`config.mk`:
```
export PLATFORM = sky130hd
export DESIGN_NAME = quad_dac_serial_input
export DESIGN_NICKNAME = d
export VERILOG_FILES = /design/src/rtl/quad_dac_pkg.sv /design/src/rtl/quad_dac_serial_input.sv
export SDC_FILE = /design/constraint.sdc
export NUM_CORES = 1
export LEC_CHECK = 0
export BUFFER_PORTS_ARGS = -buffer_cell sky130_fd_sc_hd__buf_2
export CAP_MARGIN = 10
export CORE_ASPECT_RATIO = 1.1
export CORE_MARGIN = 2
export CORE_UTILIZATION = 57
export DETAILED_ROUTE_END_ITERATION = 10
export GPL_TIMING_DRIVEN = 1
export PLACE_DENSITY_LB_ADDON = 0.2
export SYNTH_ARGS = -nofsm -noshare
export SYNTH_HDL_FRONTEND = slang
export SYNTH_SLANG_ARGS = --single-unit
```
`constraint.sdc`:
```
create_clock -name mclk_i -period 4.3 [get_ports mclk_i]
set_input_delay 0.215 -clock mclk_i [delete_from_list [all_inputs] [get_ports mclk_i]]
set_output_delay 0.215 -clock mclk_i [all_outputs]
set_load 0.05 [all_outputs]
```
`src/rtl/quad_dac_pkg.sv`:
```
// Constants for the quad converter serial input front end.
// Assumes one 250 MHz system clock and an AXI4-Lite register master.
// Functional notes
// - After frame sync falls, each serial clock falling edge shifts data into 16 bits.
// - Host opens a frame with sync low; bits are taken only while sync is low.
// - The 16th falling edge completes the word and updates the addressed outputs.
// - Sync rising before the 16th edge aborts; partial word dropped, outputs unchanged.
// - Word splits into channel select, update mode, 8-bit code and four unused low bits.
// - Two mode bits choose single-channel update, all-four update or power-down; code 2 is reserved.
// - Reset holds all output codes at zero until the first complete valid frame.
// - Power-down is commanded by the word, with three output termination choices.
package quad_dac_pkg;

	localparam int WORD_BITS = 16;
	localparam int CODE_BITS = 8;
	localparam int NUM_CHAN  = 4;

	// Command word layout
	localparam int CHAN_MSB = 15;
	localparam int CHAN_LSB = 14;
	localparam int MODE_MSB = 13;
	localparam int MODE_LSB = 12;
	localparam int DATA_MSB = 11;
	localparam int DATA_LSB = 4;

	// Update modes
	localparam logic [1:0] MODE_SINGLE = 2'h0;
	localparam logic [1:0] MODE_ALL    = 2'h1;
	localparam logic [1:0] MODE_RSVD   = 2'h2;
	localparam logic [1:0] MODE_PDOWN  = 2'h3;

	// Power-down terminations, carried in the channel field
	localparam logic [1:0] TERM_ACTIVE = 2'h0;
	localparam logic [1:0] TERM_1K     = 2'h1;
	localparam logic [1:0] TERM_100K   = 2'h2;
	localparam logic [1:0] TERM_HIZ    = 2'h3;

	// Register map (byte addresses)
	localparam logic [3:0] CTRL_OFFS   = 4'h0;
	localparam logic [3:0] STATUS_OFFS = 4'h4;
	localparam logic [3:0] CODES_OFFS  = 4'h8;
	localparam logic       CTRL_RESET  = 1'b1;
	localparam int         LINK_EN_BIT = 0;

	localparam logic [1:0] RESP_OKAY   = 2'h0;
	localparam logic [1:0] RESP_SLVERR = 2'h2;

	localparam logic [7:0] CODE_RESET  = 8'h00;
	localparam logic [4:0] BIT_CNT_RESET = 5'h00;

	// Serial clock limit and the sampling rate it is checked against
	localparam int SCLK_MAX_MHZ = 40;
	localparam int MCLK_MHZ     = 250;
	localparam int MCLK_PER_SCLK_HALF = MCLK_MHZ / (2 * SCLK_MAX_MHZ);

endpackage

```
`src/rtl/quad_dac_serial_input.sv`:
```
// Serial write front end of a quad 8-bit converter with AXI4-Lite status access.
// The link pins are asynchronous to mclk_i and are oversampled through
// two-flop synchronisers; serial clock edges are found in the mclk_i domain.
`timescale 1ns/1ps

module quad_dac_serial_input #(
	parameter int CNT_BITS = 8
) (
	input  wire logic        mclk_i,
	input  wire logic        rst_n_i,
	// Serial link
	input  wire logic        sclk_i,
	input  wire logic        sync_n_i,
	input  wire logic        din_i,
	// Converter side
	output logic [7:0]       chan_a_out_o,
	output logic [7:0]       chan_b_out_o,
	output logic [7:0]       chan_c_out_o,
	output logic [7:0]       chan_d_out_o,
	output logic [1:0]       pd_term_o,
	output logic             powered_down_o,
	output logic             update_o,
	// AXI4-Lite slave
	input  wire logic [3:0]  s_axi_awaddr,
	input  wire logic        s_axi_awvalid,
	output logic             s_axi_awready,
	input  wire logic [31:0] s_axi_wdata,
	input  wire logic [3:0]  s_axi_wstrb,
	input  wire logic        s_axi_wvalid,
	output logic             s_axi_wready,
	output logic [1:0]       s_axi_bresp,
	output logic             s_axi_bvalid,
	input  wire logic        s_axi_bready,
	input  wire logic [3:0]  s_axi_araddr,
	input  wire logic        s_axi_arvalid,
	output logic             s_axi_arready,
	output logic [31:0]      s_axi_rdata,
	output logic [1:0]       s_axi_rresp,
	output logic             s_axi_rvalid,
	input  wire logic        s_axi_rready
);

	// Pin synchronisers: stage 1 feeds stage 2 only
	logic [2:0] pin_s1;
	logic [2:0] pin_s2;
	logic       sclk_d;
	logic       sync_d;

	always_ff @(posedge mclk_i) begin
		if (!rst_n_i) begin
			pin_s1 <= 3'h3;
			pin_s2 <= 3'h3;
			sclk_d <= 1'b1;
			sync_d <= 1'b1;
		end else begin
			pin_s1 <= {din_i, sync_n_i, sclk_i};
			pin_s2 <= pin_s1;
			sclk_d <= pin_s2[0];
			sync_d <= pin_s2[1];
		end
	end

	logic sclk_s;
	logic sync_s;
	logic din_s;
	logic sclk_fall;
	logic sync_fall;
	logic sync_rise;

	assign sclk_s    = pin_s2[0];
	assign sync_s    = pin_s2[1];
	assign din_s     = pin_s2[2];
	assign sclk_fall = sclk_d & ~sclk_s;
	assign sync_fall = sync_d & ~sync_s;
	assign sync_rise = ~sync_d & sync_s;

	// Link state
	logic [14:0]         shift;
	logic [4:0]          bit_cnt;
	logic                done;
	logic [7:0]          code [quad_dac_pkg::NUM_CHAN];
	logic [1:0]          pd_term;
	logic                upd;
	logic [CNT_BITS-1:0] frames;
	logic [CNT_BITS-1:0] aborts;
	logic                link_en;

	logic [14:0]         next_shift;
	logic [4:0]          next_bit_cnt;
	logic                next_done;
	logic [7:0]          next_code [quad_dac_pkg::NUM_CHAN];
	logic [1:0]          next_pd_term;
	logic                next_upd;
	logic [CNT_BITS-1:0] next_frames;
	logic [CNT_BITS-1:0] next_aborts;

	// Completed word fields, MSB first on the wire
	logic [15:0] word;
	logic [1:0]  w_chan;
	logic [1:0]  w_mode;
	logic [7:0]  w_data;

	assign word   = {shift, din_s};
	assign w_chan = word[quad_dac_pkg::CHAN_MSB:quad_dac_pkg::CHAN_LSB];
	assign w_mode = word[quad_dac_pkg::MODE_MSB:quad_dac_pkg::MODE_LSB];
	assign w_data = word[quad_dac_pkg::DATA_MSB:quad_dac_pkg::DATA_LSB];

	always_comb begin
		next_shift   = shift;
		next_bit_cnt = bit_cnt;
		next_done    = done;
		next_code    = code;
		next_pd_term = pd_term;
		next_upd     = 1'b0;
		next_frames  = frames;
		next_aborts  = aborts;
		if (sync_fall) begin
			next_bit_cnt = quad_dac_pkg::BIT_CNT_RESET;
			next_done    = 1'b0;
		end else if (sync_rise) begin
			if (!done) begin
				next_aborts = aborts + 1'b1;
			end
			next_bit_cnt = quad_dac_pkg::BIT_CNT_RESET;
			next_done    = 1'b1;
		end else if (!sync_s && sclk_fall && !done && link_en) begin
			next_shift   = word[14:0];
			next_bit_cnt = bit_cnt + 1'b1;
			if (bit_cnt == 5'(quad_dac_pkg::WORD_BITS - 1)) begin
				next_done   = 1'b1;
				next_frames = frames + 1'b1;
				case (w_mode)
					quad_dac_pkg::MODE_SINGLE: begin
						next_code[w_chan] = w_data;
						next_pd_term      = quad_dac_pkg::TERM_ACTIVE;
						next_upd          = 1'b1;
					end
					quad_dac_pkg::MODE_ALL: begin
						for (int i = 0; i < quad_dac_pkg::NUM_CHAN; i++) begin
							next_code[i] = w_data;
						end
						next_pd_term = quad_dac_pkg::TERM_ACTIVE;
						next_upd     = 1'b1;
					end
					quad_dac_pkg::MODE_PDOWN: begin
						if (w_chan != quad_dac_pkg::TERM_ACTIVE) begin
							next_pd_term = w_chan;
						end
					end
					default: begin
						next_pd_term = pd_term;
					end
				endcase
			end
		end
	end

	always_ff @(posedge mclk_i) begin
		if (!rst_n_i) begin
			shift   <= 15'h0000;
			bit_cnt <= quad_dac_pkg::BIT_CNT_RESET;
			done    <= 1'b1;
			for (int i = 0; i < quad_dac_pkg::NUM_CHAN; i++) begin
				code[i] <= quad_dac_pkg::CODE_RESET;
			end
			pd_term <= quad_dac_pkg::TERM_ACTIVE;
			upd     <= 1'b0;
			frames  <= '0;
			aborts  <= '0;
		end else begin
			shift   <= next_shift;
			bit_cnt <= next_bit_cnt;
			done    <= next_done;
			code    <= next_code;
			pd_term <= next_pd_term;
			upd     <= next_upd;
			frames  <= next_frames;
			aborts  <= next_aborts;
		end
	end

	assign chan_a_out_o   = code[0];
	assign chan_b_out_o   = code[1];
	assign chan_c_out_o   = code[2];
	assign chan_d_out_o   = code[3];
	assign pd_term_o      = pd_term;
	assign powered_down_o = (pd_term != quad_dac_pkg::TERM_ACTIVE);
	assign update_o       = upd;

	// AXI4-Lite write path: address and data taken in either order
	logic        aw_got;
	logic        w_got;
	logic [3:0]  aw_addr;
	logic [31:0] w_data_q;
	logic [3:0]  w_strb_q;
	logic        bvalid;
	logic [1:0]  bresp;
	logic        next_aw_got;
	logic        next_w_got;
	logic [3:0]  next_aw_addr;
	logic [31:0] next_w_data_q;
	logic [3:0]  next_w_strb_q;
	logic        next_bvalid;
	logic [1:0]  next_bresp;
	logic        next_link_en;

	assign s_axi_awready = ~aw_got & ~bvalid;
	assign s_axi_wready  = ~w_got & ~bvalid;
	assign s_axi_bvalid  = bvalid;
	assign s_axi_bresp   = bresp;

	always_comb begin
		next_aw_got   = aw_got;
		next_w_got    = w_got;
		next_aw_addr  = aw_addr;
		next_w_data_q = w_data_q;
		next_w_strb_q = w_strb_q;
		next_bvalid   = bvalid;
		next_bresp    = bresp;
		next_link_en  = link_en;
		if (s_axi_awvalid && s_axi_awready) begin
			next_aw_got  = 1'b1;
			next_aw_addr = s_axi_awaddr;
		end
		if (s_axi_wvalid && s_axi_wready) begin
			next_w_got    = 1'b1;
			next_w_data_q = s_axi_wdata;
			next_w_strb_q = s_axi_wstrb;
		end
		if (aw_got && w_got) begin
			next_aw_got = 1'b0;
			next_w_got  = 1'b0;
			next_bvalid = 1'b1;
			next_bresp  = quad_dac_pkg::RESP_OKAY;
			case (aw_addr)
				quad_dac_pkg::CTRL_OFFS: begin
					if (w_strb_q[0]) begin
						next_link_en = w_data_q[quad_dac_pkg::LINK_EN_BIT];
					end
				end
				quad_dac_pkg::STATUS_OFFS,
				quad_dac_pkg::CODES_OFFS: begin
					next_bresp = quad_dac_pkg::RESP_OKAY;
				end
				default: begin
					next_bresp = quad_dac_pkg::RESP_SLVERR;
				end
			endcase
		end
		if (bvalid && s_axi_bready) begin
			next_bvalid = 1'b0;
		end
	end

	always_ff @(posedge mclk_i) begin
		if (!rst_n_i) begin
			aw_got   <= 1'b0;
			w_got    <= 1'b0;
			aw_addr  <= 4'h0;
			w_data_q <= 32'h0000_0000;
			w_strb_q <= 4'h0;
			bvalid   <= 1'b0;
			bresp    <= quad_dac_pkg::RESP_OKAY;
			link_en  <= quad_dac_pkg::CTRL_RESET;
		end else begin
			aw_got   <= next_aw_got;
			w_got    <= next_w_got;
			aw_addr  <= next_aw_addr;
			w_data_q <= next_w_data_q;
			w_strb_q <= next_w_strb_q;
			bvalid   <= next_bvalid;
			bresp    <= next_bresp;
			link_en  <= next_link_en;
		end
	end

	// AXI4-Lite read path: data one cycle after the address is taken
	logic        rvalid;
	logic [31:0] rdata;
	logic [1:0]  rresp;
	logic        next_rvalid;
	logic [31:0] next_rdata;
	logic [1:0]  next_rresp;

	assign s_axi_arready = ~rvalid;
	assign s_axi_rvalid  = rvalid;
	assign s_axi_rdata   = rdata;
	assign s_axi_rresp   = rresp;

	always_comb begin
		next_rvalid = rvalid;
		next_rdata  = rdata;
		next_rresp  = rresp;
		if (s_axi_arvalid && s_axi_arready) begin
			next_rvalid = 1'b1;
			next_rresp  = quad_dac_pkg::RESP_OKAY;
			next_rdata  = 32'h0000_0000;
			case (s_axi_araddr)
				quad_dac_pkg::CTRL_OFFS: begin
					next_rdata[quad_dac_pkg::LINK_EN_BIT] = link_en;
				end
				quad_dac_pkg::STATUS_OFFS: begin
					next_rdata[1:0]   = pd_term;
					next_rdata[2]     = ~sync_s;
					next_rdata[15:8]  = 8'(frames);
					next_rdata[23:16] = 8'(aborts);
				end
				quad_dac_pkg::CODES_OFFS: begin
					next_rdata = {code[3], code[2], code[1], code[0]};
				end
				default: begin
					next_rresp = quad_dac_pkg::RESP_SLVERR;
				end
			endcase
		end else if (rvalid && s_axi_rready) begin
			next_rvalid = 1'b0;
		end
	end

	always_ff @(posedge mclk_i) begin
		if (!rst_n_i) begin
			rvalid <= 1'b0;
			rdata  <= 32'h0000_0000;
			rresp  <= quad_dac_pkg::RESP_OKAY;
		end else begin
			rvalid <= next_rvalid;
			rdata  <= next_rdata;
			rresp  <= next_rresp;
		end
	end

endmodule

```
==> results of run 1 <==
## Yosys cell counts, types with 2 or more instances
master	count	area share, %
a21boi_0	2	0.28
or4_1	6	0.85
nand4_1	5	0.59
o21ai_0	26	2.5
buf_1	4	0.28
nand3b_1	2	0.28
and3b_1	35	5.8
dfxtp_1	125	47
clkbuf_1	27	1.9
o2111ai_2	2	0.57
buf_4	5	0.71
nand2_1	84	5.9
a32oi_1	13	2.1
buf_2	6	0.57
a21oi_1	38	3.6
nor4b_4	2	0.90
nor4_1	4	0.47
and4bb_2	2	0.47
inv_1	11	0.78
nor2b_1	3	0.35
nor2_1	26	1.8
nand3_1	5	0.47
a211oi_1	2	0.28
and2_1	3	0.35
nand2b_1	12	1.4
or3_1	6	0.71
nor3b_1	4	0.57
ha_1	6	1.4
o31ai_1	6	0.85
and3_1	2	0.24
mux2i_1	60	11
## cells in the final DEF (no fill, tap or decap), types with 2 or more instances in the layout
master	instances
nor4b_4	2
a21boi_0	2
nor2_1	26
clkbuf_1	3
dfxtp_1	125
buf_2	94
nand2b_1	12
and4bb_2	2
o2111ai_2	2
nand4_1	5
nor2b_1	3
bufinv_16	4
or4_1	6
nor4_1	4
o21ai_0	26
dlygate4sd3_1	11
ha_1	6
nor3b_1	4
and3_1	2
a32oi_1	13
nand3_1	5
conb_1	2
clkbuf_16	16
and3b_1	35
clkinv_4	3
and2_1	3
o31ai_1	6
buf_4	4
or3_1	6
a211oi_1	2
inv_1	11
a21oi_1	38
nand3b_1	2
nand2_1	84
mux2i_1	60
clkinv_2	3
## how the worst max path moves through the flow
stage	start	cells past startpoint	endpoint	slack (ns)
after floorplan	bit_cnt[0]$_SDFFE_PP0N_	7	chan_d_out_o[6]$_SDFFE_PN0P_	2.46
after global routing	bit_cnt[0]$_SDFFE_PP0N_	6	chan_d_out_o[5]$_SDFFE_PN0P_	1.41
after CTS	bit_cnt[0]$_SDFFE_PP0N_	6	chan_d_out_o[5]$_SDFFE_PN0P_	1.59
after global placement	bit_cnt[0]$_SDFFE_PP0N_	6	chan_d_out_o[5]$_SDFFE_PN0P_	1.70
after detailed placement	bit_cnt[0]$_SDFFE_PP0N_	6	chan_d_out_o[5]$_SDFFE_PN0P_	1.62
final	bit_cnt[0]$_SDFFE_PP0N_	6	chan_d_out_o[5]$_SDFFE_PN0P_	1.61
## sequential cells by signal, summed over array words and instances, names as in the netlist, 2 cells and up
name	flops
aborts	8
aw_addr	4
bit_cnt	5
chan_a_out_o	8
chan_b_out_o	8
chan_c_out_o	8
chan_d_out_o	8
frames	8
pd_term_o	2
pin_s1	3
pin_s2	3
s_axi_rdata	32
shift	15
## layer usage
metal  vias up  global-route usage [%]  wire length [um]
li1       2144                       -                 -
met1      2099                    32.6              5420
met2       135                    40.8              6110
met3        13                    7.86               692
met4         0                    7.24                93
met5         -                       0                 0
## report_power, final
| part | switching (mW) | total [mW] | leakage (nW) | internal [mW] |
|---|---|---|---|---|
| Sequential | 0.0135 | 1.18 | 1.01 | 1.17 |
| Combinational | 0.0879 | 0.131 | 1.60 | 0.0428 |
| Clock | 0.499 | 1.44 | 0.289 | 0.936 |
| Total | 0.601 | 2.75 | 2.90 | 2.15 |
## cells by family (layout without fill, tap and decap cells)
logic type	count (synthesis)	in the layout	share of synthesized area, %
multiplexers	61	61	11.5
buffers and inverters	55	152	4.53
AO/OA/AOI/OAI	98	98	11.6
other	1	2	0.0707
adder cells (fa/ha/maj)	6	6	1.42
AND/OR/NAND/NOR	210	210	23.5
XOR/XNOR	1	1	0.165
flip-flops	125	125	47.2
## critical path, delay by kind of cell (launching register included)
| kind | cells | cell delay (ns) |
|---|---|---|
| adders and majority gates | 2 | 0.44 |
| DFF | 1 | 0.36 |
| muxes | 1 | 0.30 |
| and+or+nand+nor | 3 | 1.50 |
## timing repair
item                                   4_1_cts  5_1_grt
gates resized for setup                      0        0
endpoints found under the hold margin       11        0
hold buffers                                11        0
setup endpoints to repair                    0        0
## layout make-up
cell class / instances / area, um2
clock buffer: 20 / 425
clock inverter: 11 / 169
fill: 701 / 2500
inverter: 12 / 45.0
multi-input combinational: 378 / 2560
sequential: 125 / 2500
tap: 114 / 143
timing repair buffer: 109 / 611
==> metrics.txt, run 1 <==
CTS tree done; Hold Worst Slack 0.207 ns; first-pass GRT wire length 20.2 mm; Ys Warns 0; fmax 372 MHz; critical path's most frequent cell ha_1; Starting DRT DRC Count 224; Final Cell Area 0.00646 mm2; Sink Count 125; fraction of the cycle the final worst path needs approximately 63%; max-cap violations 0; skew final 0.00625 ns; Hold Path Cell Cnt 4; reg2reg path depth 6; clk_lat worst skew 0.51 ns; DR vias 4391; CP max FO 8; post-layout util 72.1%; Final Hold Vio Count 0; critical path launch point type flop; asr flop ratio synth 0%; Peak VDD IR approximately 0.34 mV; Pleak between 2 and 3 nW; Data required, critical path 4.73 ns; reg-to-reg critical path endpoint chan_d_out_o[5]$_SDFFE_PN0P_; Max-slew headroom 19.4%; outcome finished, final reports clean; placed cell count 727; Final TNS setup 0 ns; Hold/Removal Path Class in2reg; DP HPWL 7.78 mm; largest net degree at the start of global routing 56; Area Overhead vs Synth 21.8%; initial antenna violation count 0; Via density 5.71; number of global-route vias before repair 4203; fin. max-slew vios 0; post-place setup slack ~1.6 ns; routed len/inst about 16 um; Synth cell types 54; layout cells sized above 1 21.4%; CTS buffer count 17; post-synthesis sequential area ratio 47.2%; Cells after Synth 557; DRT Pass-1 Iters 4; Die Area 0.0101 mm2; Total Routing Usage GR 25.4%; Clock Tree Root clkbuf_8; flops & latches, synth 125; clock slew at reported path FFs 0.06 ns; ys flop type dfxtp_1; GRT overflow 0; H-tree levels 4; Cell Area, Synth about 0.0053 mm2; CTS max path bufs 2; Initial Utilization about three fifths; die height 105 um; crit path DAT 3.12 ns; syn avg cell area 9.52 um2; n_diodes 0; crit path cell chain ha_1, and3_1, ha_1, nor4b_4, nor4b_2, mux2i_1; post-route ant nets 0; setup violators final 0; placer congestion estimate 0.794; Pwr Total roughly 2.8 mW; count of port buffers added during placement 94; CP max stage delay slightly above 1 ns; Core Area 0.00896 mm2; Setup CP Type reg2reg; CP max-delay cell nor4b_2; PD cells 426 mW/mm2; Layout Nets 703; element type at the critical path end flop; RSZ-0062 raised after global routing false; Worst-Margin Slew 1.21 ns; DRC Markers 0; routed wire length 12.3 mm; die width ~96 um; final worst slack 1.61 ns; Final Critical Period 2.69 ns; sink of the worst hold path w_strb_q[0]$_SDFFE_PN0P_; r2r setup slk between 1.5 and 2 ns; hold path startpoint s_axi_wvalid; reg2reg start bit_cnt[0]$_SDFFE_PP0N_; Post-synth EDFFs 0; Cell Rows 36; # IOs 131; Cell Count, Final, Fillers Out 769; Area after DPL 0.00576 mm2; setup bufs post-CTS 0
(Power assumes the default switching activity.)
==> run 2: changes to the inputs <==
--- a/config.mk
+++ b/config.mk
@@ -9,7 +9,7 @@
 export CAP_MARGIN = 10
 export CORE_ASPECT_RATIO = 1.1
 export CORE_MARGIN = 2
-export CORE_UTILIZATION = 57
+export CORE_UTILIZATION = 48
 export DETAILED_ROUTE_END_ITERATION = 10
 export GPL_TIMING_DRIVEN = 1
 export PLACE_DENSITY_LB_ADDON = 0.2
==> constraint.sdc (replaced) <==
create_clock -name mclk_i -period 2.4 [get_ports mclk_i]
set_input_delay 0.12 -clock mclk_i [delete_from_list [all_inputs] [get_ports mclk_i]]
set_output_delay 0.12 -clock mclk_i [all_outputs]
set_load 0.05 [all_outputs]
==> metrics.txt, run 2 (synthesized netlist as in run 1, its figures left out) <==
setup bufs post-CTS 0; hold path startpoint rst_n_i; max reg flops 32; r2r setup slk 0.28 ns; Layout Nets 710; Peak VDD IR 0.373 mV; Worst-Margin Slew ~0.65 ns; Pleak 2.92 nW; reg-to-reg critical path endpoint chan_d_out_o[6]$_SDFFE_PN0P_; final worst slack 0.282 ns; Die Area 0.0119 mm2; Core Area 0.0109 mm2; CTS tree done; largest net degree at the start of global routing 56; Max-slew headroom 56.4%; Area Overhead vs Synth 23.0%; fraction of the cycle the final worst path needs 88.2%; DP HPWL 7.96 mm; GRT overflow 0; crit path DAT approximately 2.5 ns; commonest non-fill, non-tap cell in the layout dfxtp_1; clk_lat worst skew 0.42 ns; count of port buffers added during placement 94; critical path launch point type flop; most frequent cells in the layout dfxtp_1, buf_2, nand2_1; layout cells sized above 1 between 20 and 25%; setup violators final 0; Clock Tree Root clkbuf_16; Hold Path Cell Cnt 2; Hold Worst Slack about 0.15 ns; Pwr Total 4.77 mW; DRT Pass-1 Iters 4; Final Hold Vio Count 0; # IOs 131; reg2reg path depth 7; PD cells 732 mW/mm2; fin. max-slew vios 0; Starting DRT DRC Count 173; post-route ant nets 0; placer congestion estimate 0.787; routed len/inst about 15 um; DRC Markers 0; Data required, critical path between 2 and 3 ns; Fillers between 900 and 1000; Sink Count 125; skew final 0.0136 ns; reg2reg start bit_cnt[0]$_SDFFE_PP0N_; n_diodes 0; sink of the worst hold path sync_d$_SDFF_PN1_; Hold/Removal Path Class in2reg; H-tree levels 4; DR vias 4357; CP max FO 8; CTS max path bufs 2; element type at the critical path end flop; die width approximately 100 um; outcome finished, final reports clean; clock slew at reported path FFs 0.05 ns; fmax 472 MHz; initial antenna violation count 0; routed wire length 12.2 mm; post-place setup slack roughly 0.29 ns; CTS buffer count 17; Setup CP Type reg2reg; max-cap violations 0; Initial Utilization 48.8%; Via density 5.39; number of global-route vias before repair 3991; RSZ-0062 raised after global routing false; Total Routing Usage GR between 20% and 30%; first-pass GRT wire length 19.9 mm; Final TNS setup 0 ns; die height between 100 and 150 um; Cell Rows 40; Final Critical Period about 2.1 ns
## run 2: changes by cell type in the layout (fill, tap and decap cells not counted)
cell        delta
clkinv_4       -3
clkinvlp_4     +1
clkbuf_8       +4
clkbuf_1       -1
clkbuf_16      +1
buf_4          +7
bufinv_16      -3
## run 2: worst max-delay path: stages, from the launching register on
cell and delay (ns):
dfxtp_1 0.36, ha_1 0.17, and3_1 0.16, ha_1 0.27, nor4b_4 0.33, nor4b_2 0.28, buf_4 0.24, mux2i_1 0.22
## run 2: layout make-up
cell class              count  area, um2  area share [%]
flip-flops and latches    125       2500            38.4
clock inverters             6       60.1           0.921
well taps                 147        184            2.82
inverters                  12       45.0           0.691
clock buffers              24        502            7.69
repair buffers            116        663            10.2
multi-input cells         378       2560            39.3
## run 2: metal layers
layer	global-route usage, %	wire, um
met5	0	0
met1	26.4	5650
met3	5.75	574
met4	7.03	150
met2	35.2	5790
## run 2: power breakdown
part | internal, mW | switching [mW] | leakage (nW)
Sequential | 2.10 | 0.0181 | 1.01
Clock | 1.54 | 0.862 | 0.274
Combinational | 0.0823 | 0.166 | 1.63
Total | 3.72 | 1.05 | 2.92
## run 2: worst max-delay path by stage
stage,end,slack (ns),startpoint,depth (start not counted)
floorplan,chan_d_out_o[6]$_SDFFE_PN0P_,0.56,bit_cnt[0]$_SDFFE_PP0N_,7
global placement,chan_d_out_o[5]$_SDFFE_PN0P_,0.34,bit_cnt[0]$_SDFFE_PP0N_,7
detailed placement,chan_d_out_o[6]$_SDFFE_PN0P_,0.29,bit_cnt[0]$_SDFFE_PP0N_,7
CTS,chan_d_out_o[6]$_SDFFE_PN0P_,0.26,bit_cnt[0]$_SDFFE_PP0N_,7
global route,chan_d_out_o[6]$_SDFFE_PN0P_,0.05,bit_cnt[0]$_SDFFE_PP0N_,7
finish,chan_d_out_o[6]$_SDFFE_PN0P_,0.28,bit_cnt[0]$_SDFFE_PP0N_,7
## run 2: timing repair
item / CTS / global route
resized for setup: 0 / 0
hold endpoints to repair: 11 / 0
hold buffers: 11 / 0
## run 2: metrics by stage
stage               cell area, um2  std cells  util [%]
CTS                           6520        808      60.0
detailed placement            5850        767      53.9
global route                  6520        808      60.0
floorplan                     5310        558         -
global placement              5850        767      53.9
finish                        6520        808      60.0
